$ cat src/pkg/gpc_pkg.sv
// shared constants and types for the pin group 5 low configuration block
package gpc_pkg;

  localparam int NUM_PINS = 4;
  localparam int REG_W = 8;
  localparam int WB_DW = 32;

  // register indices; byte address is four times the index
  localparam logic [7:0] IDX_PIN5_2 = 8'h41;
  localparam logic [7:0] IDX_PIN5_3 = 8'h42;
  localparam logic [7:0] IDX_PIN5_4 = 8'h43;
  localparam logic [7:0] IDX_PIN5_5 = 8'h44;
  localparam int IDX_LSB = 2;

  // field positions within a pin control register
  localparam int BIT_DIR = 0;
  localparam int BIT_POL = 1;
  localparam int FUNC_LSB = 2;
  localparam int BIT_OD = 7;

  localparam logic [1:0] FUNC_GPIO = 2'h0;
  localparam logic [1:0] FUNC_ALT = 2'h1;

  // bits that hold state; 6:4 are reserved and read zero
  localparam logic [7:0] CFG_MASK = 8'h8F;

  localparam logic [7:0] RST_PIN5_2 = 8'h01;
  localparam logic [7:0] RST_PIN5_3 = 8'h00;
  localparam logic [7:0] RST_PIN5_4 = 8'h01;
  localparam logic [7:0] RST_PIN5_5 = 8'h01;

  // pins whose serial alternate function is an output (5.3 and 5.5)
  localparam logic [3:0] ALT_IS_OUT = 4'h0A;

  typedef struct packed {
    logic open_drain;
    logic [2:0] reserved;
    logic [1:0] func;
    logic invert;
    logic is_input;
  } gpc_cfg_type;

  typedef struct packed {
    logic cyc;
    logic stb;
    logic we;
    logic [3:0] sel;
    logic [WB_DW-1:0] dat;
  } gpc_wb_req_type;

endpackage

$ cat src/hw/gpc_pin_config.sv
// configuration and pin muxing for general purpose pins 5.2 to 5.5
//
// The Wishbone register port was decided locally.
`timescale 1ns/10ps

module gpc_pin_config #(
  parameter int ADR_W = 10
) (
  input wire logic core_clk,
  input wire logic srst,
  input wire logic main_por,
  input wire logic pci_reset,
  input wire logic wb_cyc_i,
  input wire logic wb_stb_i,
  input wire logic wb_we_i,
  input wire logic [ADR_W-1:0] wb_adr_i,
  input wire logic [3:0] wb_sel_i,
  input wire logic [gpc_pkg::WB_DW-1:0] wb_dat_i,
  output logic [gpc_pkg::WB_DW-1:0] wb_dat_o,
  output logic wb_ack_o,
  input wire logic [gpc_pkg::NUM_PINS-1:0] pad_i,
  output logic [gpc_pkg::NUM_PINS-1:0] pad_o,
  output logic [gpc_pkg::NUM_PINS-1:0] pad_oe,
  input wire logic [gpc_pkg::NUM_PINS-1:0] gpio_out,
  output logic [gpc_pkg::NUM_PINS-1:0] gpio_in,
  input wire logic serial2_transmit_data,
  input wire logic serial2_request_to_send_n,
  output logic serial2_receive_data,
  output logic serial2_data_set_ready_n
);

  localparam int NP = gpc_pkg::NUM_PINS;
  localparam logic [7:0] IDX [NP] = '{gpc_pkg::IDX_PIN5_2,
    gpc_pkg::IDX_PIN5_3, gpc_pkg::IDX_PIN5_4, gpc_pkg::IDX_PIN5_5};
  localparam logic [7:0] RSTV [NP] = '{gpc_pkg::RST_PIN5_2,
    gpc_pkg::RST_PIN5_3, gpc_pkg::RST_PIN5_4, gpc_pkg::RST_PIN5_5};

  if (ADR_W < gpc_pkg::IDX_LSB + 8) begin : g_bad_adr
    $error("address bus too narrow for the register indices");
  end

  gpc_pkg::gpc_wb_req_type req;
  gpc_pkg::gpc_cfg_type cfg_r [NP];
  logic [7:0] adr_idx;
  logic take;
  logic wr_lo;
  logic [NP-1:0] hit;
  logic [NP-1:0] alt_sel;
  logic [NP-1:0] alt_drive;
  logic [7:0] rd_byte;
  logic wb_ack_r;
  logic [gpc_pkg::WB_DW-1:0] wb_dat_r;
  logic [NP-1:0] pad_o_r;
  logic [NP-1:0] pad_oe_r;
  logic [NP-1:0] gpio_in_r;
  logic rxd_r;
  logic dsr_n_r;

  assign req = '{cyc: wb_cyc_i, stb: wb_stb_i, we: wb_we_i,
    sel: wb_sel_i, dat: wb_dat_i};
  assign adr_idx = wb_adr_i[gpc_pkg::IDX_LSB +: 8];
  // one answer per request: ack drops in the cycle after it is given
  assign take = req.cyc && req.stb && !wb_ack_r;
  assign wr_lo = take && req.we && req.sel[0];

  // alternate output sources, one per pin; input pins have none
  assign alt_drive = {serial2_request_to_send_n, 1'b0,
    serial2_transmit_data, 1'b0};

  always_ff @(posedge core_clk) begin
    if (srst) begin
      wb_ack_r <= 1'b0;
    end else begin
      wb_ack_r <= take;
    end
  end

  always_comb begin
    rd_byte = 8'h00;
    for (int i = 0; i < NP; i++) begin
      if (hit[i]) begin
        rd_byte = cfg_r[i] & gpc_pkg::CFG_MASK;
      end
    end
  end

  // unmapped addresses are acknowledged and read zero
  always_ff @(posedge core_clk) begin
    if (srst) begin
      wb_dat_r <= '0;
    end else if (take && !req.we) begin
      wb_dat_r <= {{(gpc_pkg::WB_DW-8){1'b0}}, rd_byte};
    end
  end

  // each pin keeps its state in its own flops, so no vector is written
  // by more than one process
  for (genvar i = 0; i < NP; i++) begin : g_pin
    logic pin_rst;
    logic drive_val;
    logic in_val;
    logic drives;
    gpc_pkg::gpc_cfg_type cfg_q;
    logic po_q;
    logic poe_q;
    logic gin_q;

    assign hit[i] = (adr_idx == IDX[i]);
    // 5.3 alone also clears on main power and bus reset
    if (i == 1) begin : g_multi_rst
      assign pin_rst = srst || main_por || pci_reset;
    end else begin : g_vtr_rst
      assign pin_rst = srst;
    end

    always_ff @(posedge core_clk) begin
      if (pin_rst) begin
        cfg_q <= RSTV[i];
      end else if (wr_lo && hit[i]) begin
        cfg_q <= req.dat[7:0] & gpc_pkg::CFG_MASK;
      end
    end
    assign cfg_r[i] = cfg_q;

    assign alt_sel[i] = (cfg_q.func == gpc_pkg::FUNC_ALT);
    // in alternate mode the direction is fixed per pin by ALT_IS_OUT, not by the serial signal
    assign drives = alt_sel[i] ? gpc_pkg::ALT_IS_OUT[i]
                               : !cfg_q.is_input;
    assign drive_val = (alt_sel[i] ? alt_drive[i] : gpio_out[i])
                       ^ cfg_q.invert;
    assign in_val = pad_i[i] ^ cfg_q.invert;

    always_ff @(posedge core_clk) begin
      if (pin_rst) begin
        po_q <= 1'b0;
        poe_q <= 1'b0;
        gin_q <= 1'b0;
      end else begin
        // open drain only ever pulls low, floats for a one
        if (cfg_q.open_drain) begin
          po_q <= 1'b0;
          poe_q <= drives && !drive_val;
        end else begin
          po_q <= drive_val;
          poe_q <= drives;
        end
        gin_q <= in_val;
      end
    end
    assign pad_o_r[i] = po_q;
    assign pad_oe_r[i] = poe_q;
    assign gpio_in_r[i] = gin_q;
  end

  // serial inputs idle high when their pin is in gpio use
  always_ff @(posedge core_clk) begin
    if (srst) begin
      rxd_r <= 1'b1;
      dsr_n_r <= 1'b1;
    end else begin
      rxd_r <= alt_sel[0] ? (pad_i[0] ^ cfg_r[0].invert) : 1'b1;
      dsr_n_r <= alt_sel[2] ? (pad_i[2] ^ cfg_r[2].invert) : 1'b1;
    end
  end

  assign wb_ack_o = wb_ack_r;
  assign wb_dat_o = wb_dat_r;
  assign pad_o = pad_o_r;
  assign pad_oe = pad_oe_r;
  assign gpio_in = gpio_in_r;
  assign serial2_receive_data = rxd_r;
  assign serial2_data_set_ready_n = dsr_n_r;

endmodule

$ cat config.mk
export PLATFORM = sky130hd
export DESIGN_NAME = gpc_pin_config
export DESIGN_NICKNAME = d
export VERILOG_FILES = /design/src/pkg/gpc_pkg.sv /design/src/hw/gpc_pin_config.sv
export SDC_FILE = /design/constraint.sdc
export NUM_CORES = 1
export LEC_CHECK = 0
export BUFFER_PORTS_ARGS = -buffer_cell sky130_fd_sc_hd__buf_2
export CORE_ASPECT_RATIO = 0.9
export CORE_MARGIN = 1
export CORE_UTILIZATION = 50
export CTS_BUF_LIST = sky130_fd_sc_hd__clkbuf_8
export CTS_CLUSTER_SIZE = 8
export DETAILED_ROUTE_END_ITERATION = 10
export GPL_TIMING_DRIVEN = 0
export PLACE_DENSITY_LB_ADDON = 0.1
export SLEW_MARGIN = 20
export SYNTH_ARGS = -nofsm -noshare
export SYNTH_HDL_FRONTEND = slang
export SYNTH_SLANG_ARGS = --single-unit
$ cat constraint.sdc
create_clock -name core_clk -period 3.7 [get_ports core_clk]
set_input_delay 0.37 -clock core_clk [delete_from_list [all_inputs] [get_ports core_clk]]
set_output_delay 0.37 -clock core_clk [all_outputs]
set_load 0.01 [all_outputs]
==> run metrics, run 1 <==
status complete, no violations; Unique masters post-synth 34; slew margin rel. 65.3%; worst r2r path cells 3; share of power burned in the clock network 33.2%; die width 70.1 µm; Pwr Total 819 µW; DRC 0; Final nets 370; post-route ant nets 0; Final HPWL DP 3180 µm; CP Capture Type flip-flop; skew final 0.00733 ns; Finished Core Util 66.5%; final setup margin 2.25 ns; Final Max Slew Viols 0; IO buf count 50; Power Density 319 nW/µm²; cell row count 21; max-capacitance violation count 0; Post CTS Setup Buffer Count 0; Leakage 1.37 nW; cell total after placement 346; Initial Util 54.0%; clock root cell clkbuf_8; Ports 110; Area Overhead vs Synth 23.2%; worst slack, placed 1.99 ns; CTS tree yes; WHS Path Cells 3; initial antenna violation count 0; worst vdd ir 201 µV; Slew @ Worst Pin 0.520 ns; register bit total from synthesis 40; via count 1,618; Seq/Total Area, Yosys 38.4%; Cell Area, Placed 2490 µm²; Fin. Hold Viols 0; Logic pwr share 13.5%; GRT Total Usage 19.8%; Vias/cell 4.58; switching power 204 µW; CP Launch Type flip-flop; switching share of power 24.9%; RSZ-0062 raised after global routing false; WHS 0.314 ns; area of the core 3860 µm²; Syn Inst Count 224; Fill cells 344; RD Place Congestion 0.872; Num Clock Sinks 40; setup_tns 0 ns; min cycle time layout 1.45 ns; Flop pwr share 53.3%; WS Path Type flip-flop to flip-flop; clk slew on worst S/H paths 0.07 ns; wire length per cell 11.6 µm; non-filler cells, final 353; crit path DAT 1.65 ns; worst skew pair latency 0.29 ns; fin crit share 39.2%; CP required 3.90 ns; FF/Latch Area 801 µm²; Max Buffers Root-to-Sink 2; initial DRC count 77; die height 63.3 µm; Pint 615 µW; post-cts sizing count 0; # H-tree levels 2; Worst Hold Class input pin to flip-flop; FMAX 690 MHz; DR pass1 iterations 4; synthesized area per cell 9.31 µm²; die area 4430 µm²; Post-Synthesis Cell Area 2080 µm²; Hold-fix buffers, CTS 0; vias in the first global route 1,404; Routed WL 4090 µm; Num CTS Buffers 5; multi-input logic area 1030 µm²; global-route wire length before repair 6710 µm; total grt overflow 0; Finished Cell Area 2570 µm²; endpoints failing setup 0; largest net degree at the start of global routing 12; layout cell share with drive strength beyond 1 34.5%; YS warnings 0; diode count 0; Max FO, Critical Path 5
## flip-flops by register name, indices dropped and copies added (netlist names)
register	count
cfg_r	20
wb_dat_o	5
g_pin.gin_q	4
g_pin.po_q	4
g_pin.poe_q	4
serial2_data_set_ready_n	1
serial2_receive_data	1
wb_ack_o	1
## worst max-delay path, cell delays in order, from the launching register on
cell	delay [ns]
dfxtp_1	0.32
nand3b_1	0.19
or4_1	0.58
o31ai_1	0.26
## final cells by class
cell class                      count  share of cell area (%)
Sequential cell                    40                    31.2
Timing Repair Buffer               50                    9.75
Multi-Input combinational cell    160                    40.2
Clock inverter                      2                   0.341
Clock buffer                        5                    2.68
Tap cell                           46                    2.24
Inverter                            4                   0.585
Buffer                             46                    13.0
## cell usage in the layout (no fill, tap or decap), types with 2 or more instances in the layout
cell / count
nand2_1: 12
conb_1: 27
clkbuf_1: 4
inv_1: 5
buf_2: 50
mux2i_1: 27
nand2b_1: 3
nor3b_1: 5
nor3_1: 9
dfxtp_1: 40
o21a_1: 2
or3_1: 2
nor2b_1: 5
xor2_1: 6
buf_4: 41
nand3b_1: 2
nand4_2: 2
nor4bb_1: 2
xnor2_1: 4
clkbuf_8: 5
nor2_1: 34
o31ai_1: 5
## cell families after synthesis
| logic type | Yosys count | share of synthesized area (%) |
|---|---|---|
| mux | 27 | 13.0 |
| xor+xnor | 10 | 4.20 |
| simple gates | 86 | 23.8 |
| compound gates | 10 | 3.72 |
| buf+inv | 50 | 16.7 |
| other cells | 1 | 0.180 |
| flops | 40 | 38.4 |
## cell usage after synthesis, drive strengths merged
cell      n  area [µm²]
buf      42         319
dfxtp    40         801
nor2     34         128
mux2i    27         270
nand2    12        45.0
nor3     10        55.1
nor3b     6        56.3
xor2      6        52.6
nor2b     5        31.3
o31ai     5        37.5
clkbuf    4        15.0
inv       4        15.0
xnor2     4        35.0
nand2b    3        18.8
nand3b    2        15.0
nand4     2        25.0
nor4bb    2        20.0
o21a      2        15.0
or3       2        12.5
a2111oi   1        8.76
a21oi     1        5.00
and2      1        6.26
and4      1        8.76
and4b     1        10.0
and4bb    1        12.5
conb      1        3.75
nand3     1        5.00
nand4b    1        15.0
nor4b     1        23.8
o221a     1        11.3
or4       1        7.51
## routing by layer
metal,GRT usage [%],vias up,part of all wire [%]
met3,4.32,5,5.5
met2,31.3,56,47
li1,-,850,-
met1,25.8,707,46
met4,9.00,0,1.5
met5,0,-,0
## power by group through the flow
stage          combinational [mW]  sequential (mW)  clock, mW
3_5_place_dp                0.110            0.447          0
3_3_place_gp                0.109            0.446          0
4_1_cts                     0.110            0.436      0.277
2_1_floorplan              0.0736            0.447          0
5_1_grt                     0.121            0.437      0.300
6_report                    0.111            0.436      0.272
## worst paths after layout
check	slack [ns]	to	from
max	2.25	wb_dat_o[7]	wb_ack_o
min	0.31	g_pin[3].gin_q	pad_i[3]
max reg2reg	2.25	wb_dat_o[7]	wb_ack_o
min reg2reg	0.45	wb_dat_o[0]	wb_dat_o[0]
Note: power is estimated with default switching activity, not from simulation.
==> run 2: changes to the inputs <==
- CORE_UTILIZATION: 50 -> 42
- clock period: 3.7 -> 1.3 ns (I/O delays scaled with it)
==> run 2 against run 1 <==
  * The run now ends with negative setup slack left
  * Sequential power grew to 2.8 times the previous value
  * Final area grew 6.2%
  * Die area grew 18%
  * First-iteration DRC count shrank 30%
  * Maximum frequency grew 6.2%
  * Register-to-register slack lost 2.3 ns
  * Core utilization shrank 7.2 points
  * Flip-flop and latch count is the same
==> run metrics, run 2 (same netlist as run 1, synthesis figures left out) <==
die width 76.3 µm (was 70.1 µm); RD Place Congestion 0.807 (was 0.872); DR pass1 iterations 4 (unchanged); DRC 0 (unchanged); wire length per cell 11.7 µm (was 11.6 µm); Power Density 939 nW/µm² (was 319 nW/µm²); die height 68.8 µm (was 63.3 µm); r2r endpoint cfg_r[31] (was wb_dat_o[7]); Finished Cell Area 2730 µm² (was 2570 µm²); Num CTS Buffers 5 (unchanged); layout cell share with drive strength beyond 1 39.2% (was 34.5%); reg2reg start wb_ack_o (unchanged); CP required 1.46 ns (was 3.90 ns); post-route ant nets 0 (unchanged); Final HPWL DP 3340 µm (was 3180 µm); CP Capture Type flip-flop (unchanged); cell row count 23 (was 21); Final nets 373 (was 370); IO buf count 50 (unchanged); Top delay family on crit path simple AND/OR/NAND/NOR gates (unchanged); Largest register FFs 20 (unchanged); clock root cell clkbuf_8 (unchanged); diode count 0 (unchanged); status finished with violations (was complete, no violations); non-filler cells, final 373 (was 353); initial DRC count 54 (was 77); global-route wire length before repair 6780 µm (was 6710 µm); most common cell after layout, fill and taps aside buf_2 (unchanged); via count 1,672 (was 1,618); WP depth 5 (was 3); initial antenna violation count 0 (unchanged); Routed WL 4360 µm (was 4090 µm); failing checks negative setup slack; vias in the first global route 1,483 (was 1,404); total grt overflow 0 (unchanged); endpoints failing setup 19 (was 0); critical path startpoint wb_ack_o (unchanged); Finished Core Util 59.2% (was 66.5%); slowest stage delay, CP 0.33 ns (was 0.58 ns); fin crit share 105% (was 39.2%); Worst Hold Class input pin to flip-flop (unchanged); setup_tns -0.516 ns (was 0 ns); Pwr Total 2.56 mW (was 819 µW); Max Buffers Root-to-Sink 2 (unchanged); skew final 0.00329 ns (was 0.00733 ns); cell total after placement 362 (was 346); final setup margin -0.0650 ns (was 2.25 ns); largest net degree at the start of global routing 13 (was 12); Initial Util 45.3% (was 54.0%); worst vdd ir 657 µV (was 201 µV); GRT Total Usage 17.0% (was 19.8%); RSZ-0062 raised after global routing true (was false); CTS tree yes (unchanged); FMAX 733 MHz (was 690 MHz); slew margin rel. 66.0% (was 65.3%); Final Max Slew Viols 0 (unchanged); crit path DAT 1.52 ns (was 1.65 ns); # H-tree levels 2 (unchanged); Vias/cell 4.48 (was 4.58); Cell Area, Placed 2510 µm² (was 2490 µm²); Area Overhead vs Synth 30.9% (was 23.2%); max-capacitance violation count 0 (unchanged); Hold-fix buffers, CTS 0 (unchanged); Slew @ Worst Pin 0.509 ns (was 0.520 ns); Fin. Hold Viols 0 (unchanged); WP buf/inv 1 (was 0); Max FO, Critical Path 5 (unchanged); min cycle time layout 1.37 ns (was 1.45 ns); Ports 110 (unchanged); Critical Path End cfg_r[31] (was wb_dat_o[7]); worst r2r path cells 5 (was 3); most frequent cells in the layout buf_2 (50), buf_4 (45), dfxtp_1 (38), nor2_1 (34) (was buf_2 (50), buf_4 (41), dfxtp_1 (40), nor2_1 (34)); area of the core 4600 µm² (was 3860 µm²); Leakage 1.42 nW (was 1.37 nW); CP Launch Type flip-flop (unchanged); worst skew pair latency 0.29 ns (about the same); die area 5250 µm² (was 4430 µm²); CP Cell Sequence and4bb_4, and4_1, buf_6, mux2i_1, nor2_1 (was nand3b_1, or4_1, o31ai_1); Num Clock Sinks 40 (unchanged); Crit-path slowest cell and4bb_4 (was or4_1); internal reg-to-reg setup slack -0.07 ns (was 2.25 ns); clk slew on worst S/H paths 0.07 ns (about the same); WS Path Type flip-flop to flip-flop (unchanged)
==> run 2: changes by cell type in the layout (fill, tap and decap cells not counted), moves of 2 or more <==
cell     delta
buf_4       +4
nor2b_4     +2
dfxtp_2     +2
o31ai_2     +5
nor2b_1     -2
nand4_2     -2
dfxtp_1     -2
nand4_4     +2
o31ai_1     -5
==> run 2: layout make-up <==
type / instances / area [µm²]
timing repair buffer: 54 / 280
tap: 62 / 77.6
clock inverter: 3 / 38.8
multi-input combinational: 160 / 1110
buffer: 45 / 330
fill: 430 / 1880
clock buffer: 5 / 68.8
inverter: 4 / 15.0
sequential: 40 / 803
==> run 2: power by group <==
| part | leakage (nW) | internal [mW] | total [mW] | switching (mW) |
|---|---|---|---|---|
| Combinational | 1.03 | 0.164 | 0.337 | 0.172 |
| Sequential | 0.325 | 1.24 | 1.24 | 0.00373 |
| Clock | 0.0593 | 0.562 | 0.983 | 0.421 |
| Total | 1.42 | 1.96 | 2.56 | 0.597 |
==> run 2: layer usage <==
metal	vias up	GRT usage (%)	share of wire, %
met5	-	0	0
met4	0	5.77	0.96
met3	5	4.08	4.9
met2	43	31.1	48
met1	767	20.1	46
li1	857	-	-
==> run 2: through the flow <==
stage / setup WS, ns / hold WS (ns)
floorplan: -0.0143 / 0.222
global placement: -0.158 / 0.373
detailed placement: -0.182 / 0.387
CTS: -0.0932 / 0.0810
global route: -0.120 / 0.0950
finish: -0.0650 / 0.0833
==> run 2: worst min path at each step <==
stage	start	endpoint	slack, ns	depth (start not counted)
6_report	pad_i[3]	g_pin[3].gin_q	0.08	3
5_1_grt	pad_i[3]	g_pin[3].gin_q	0.1	3
4_1_cts	pad_i[3]	g_pin[3].gin_q	0.08	3
3_5_place_dp	pad_i[3]	g_pin[3].gin_q	0.39	3
3_3_place_gp	pad_i[3]	g_pin[3].gin_q	0.37	3
2_1_floorplan	srst	g_pin[2].poe_q	0.22	1
==> run 2: worst min-delay path, cell delays in order <==
cell and delay [ns]:
buf_2 0.09, xnor2_1 0.05, nor2_1 0.07
==> run 2: timing repair <==
item | CTS | global route
gates resized for setup | 1 | 15
cloned | 0 | 0
endpoints found under the setup margin | 26 | 29
buffers inserted | 1 | 3
pin swaps | 3 | 5
==> run 3: changes to the inputs <==
- MAX_ROUTING_LAYER: not set -> met4
==> run 3 against run 2 <==
  * The run still ends with negative setup slack left
  * Global-route usage grew 0.48 points
  * Worst setup slack gained 0.0020 ns
  * Maximum frequency grew 0.15%
  * Register-to-register slack is essentially flat
  * First-iteration DRC count shrank 3.7%
  * Cell count is the same
  * Count of clock-buffer cells in the layout is the same
  * Critical path type unchanged
  * Highest routed layer unchanged
==> run metrics, run 3 (same netlist as run 1, synthesis figures left out) <==
Crit-path slowest cell and4bb_4 (unchanged); fin crit share 105% (about the same); DR pass1 iterations 4 (unchanged); clock root cell clkbuf_8 (unchanged); RSZ-0062 raised after global routing true (unchanged); Num CTS Buffers 5 (unchanged); Final nets 373 (unchanged); Routed WL 4340 µm (was 4360 µm); layout cell share with drive strength beyond 1 39.2% (unchanged); via count 1,652 (was 1,672); IO buf count 50 (unchanged); max-capacitance violation count 0 (unchanged); Final Max Slew Viols 0 (unchanged); WHS 0.0816 ns (was 0.0833 ns); total grt overflow 0 (unchanged); CP Launch Type flip-flop (unchanged); Vias/cell 4.43 (was 4.48); most frequent cells in the layout buf_2 (50), buf_4 (45), dfxtp_1 (38), nor2_1 (34) (unchanged); worst vdd ir 651 µV (was 657 µV); status finished with violations (unchanged); vias in the first global route 1,484 (was 1,483); cell row count 23 (unchanged); largest net degree at the start of global routing 13 (unchanged); Initial Util 45.3% (unchanged); wire length per cell 11.6 µm (was 11.7 µm); WP buf/inv 1 (unchanged); GRT Total Usage 17.5% (was 17.0%); Pwr Total 2.56 mW (about the same); RD Place Congestion 0.819 (was 0.807); Max FO, Critical Path 5 (unchanged); min cycle time layout 1.36 ns (was 1.37 ns); Cell Area, Placed 2510 µm² (unchanged); WS Path Type flip-flop to flip-flop (unchanged); CP Capture Type flip-flop (unchanged); Final HPWL DP 3340 µm (unchanged); area of the core 4600 µm² (unchanged); Num Clock Sinks 40 (unchanged); Finished Cell Area 2730 µm² (unchanged); worst skew pair latency 0.29 ns (about the same); crit path DAT 1.52 ns (about the same); endpoints failing setup 18 (was 19); Leakage 1.42 nW (unchanged); Fin. Hold Viols 0 (unchanged); die height 68.8 µm (unchanged); most common cell after layout, fill and taps aside buf_2 (unchanged); Worst Hold Class input pin to flip-flop (unchanged); slew margin rel. 66.0% (unchanged); Max Buffers Root-to-Sink 2 (unchanged); diode count 0 (unchanged); CTS tree yes (unchanged); Fill cells 430 (unchanged); DRC 0 (unchanged); Power Density 940 nW/µm² (was 939 nW/µm²); slowest stage delay, CP 0.33 ns (about the same); FMAX 734 MHz (was 733 MHz); Hold-fix buffers, CTS 0 (unchanged); CP Cell Sequence and4bb_4, and4_1, buf_6, mux2i_1, nor2_1 (unchanged); die area 5250 µm² (unchanged); die width 76.3 µm (unchanged); Slew @ Worst Pin 0.509 ns (unchanged); Top delay family on crit path simple AND/OR/NAND/NOR gates (unchanged); Largest register FFs 20 (unchanged); global-route wire length before repair 6780 µm (about the same); setup_tns -0.464 ns (was -0.516 ns); post-route ant nets 0 (unchanged); multi-input logic area 1110 µm² (unchanged); Area Overhead vs Synth 30.9% (unchanged); CP required 1.46 ns (about the same); skew final 0.00499 ns (was 0.00329 ns); FF/Latch Area 803 µm² (unchanged); initial DRC count 52 (was 54); final setup margin -0.0630 ns (was -0.0650 ns); Ports 110 (unchanged); initial antenna violation count 0 (unchanged); # H-tree levels 2 (unchanged); clk slew on worst S/H paths 0.07 ns (about the same); failing checks negative setup slack (unchanged)
[run 3: cell counts in the layout (fill, tap and decap cells not counted)]
No cell type changed its count.
[run 3: power breakdown]
| part | switching, mW | internal (mW) |
|---|---|---|
| logic | 0.172 | 0.164 |
| registers | 0.00373 | 1.24 |
| clock network | 0.423 | 0.562 |
| total | 0.599 | 1.96 |
[run 3: repair_timing]
item,4_1_cts,5_1_grt
cloned,0,0
endpoints found under the setup margin,26,29
gates resized for setup,1,15
setup buffers,1,3
pin swaps,3,5
[run 3: worst reg2reg max path, cell delays in order (launching register included)]
cell and delay [ns]:
dfxtp_2 0.32, and4bb_4 0.33, and4_1 0.20, buf_6 0.14
mux2i_1 0.18, nor2_1 0.06
[run 3: metrics by stage]
stage,std cells,setup WS [ns],util (%)
after floorplan,250,-0.0143,-
after global placement,362,-0.158,54.6
after detailed placement,362,-0.182,54.6
after CTS,371,-0.0932,57.2
after global routing,373,-0.120,59.2
final,373,-0.0630,59.2
[run 3: area by class of cell]
type | instances | area share (%)
Clock buffer | 5 | 2.52
Multi-Input combinational cell | 160 | 40.8
Inverter | 4 | 0.550
Tap cell | 62 | 2.84
Buffer | 45 | 12.1
Clock inverter | 3 | 1.42
Timing Repair Buffer | 54 | 10.3
Sequential cell | 40 | 29.4
[run 3: final timing paths]
path	slack [ns]	start	endpoint	depth (start not counted)
worst max-delay path	-0.06	wb_ack_o	cfg_r[31]	5
worst min register to register	0.47	wb_dat_o[0]	wb_dat_o[0]	2
worst min-delay path	0.08	pad_i[3]	g_pin[3].gin_q	3
worst max register to register	-0.06	wb_ack_o	cfg_r[31]	5
[run 3: routing by layer]
layer | vias to the layer above | track usage, % | share of wire (%)
li1 | 856 | - | -
met1 | 750 | 20.0 | 46
met2 | 41 | 31.1 | 48
met3 | 5 | 4.08 | 4.7
met4 | 0 | 5.77 | 0.97
met5 | - | - | 0
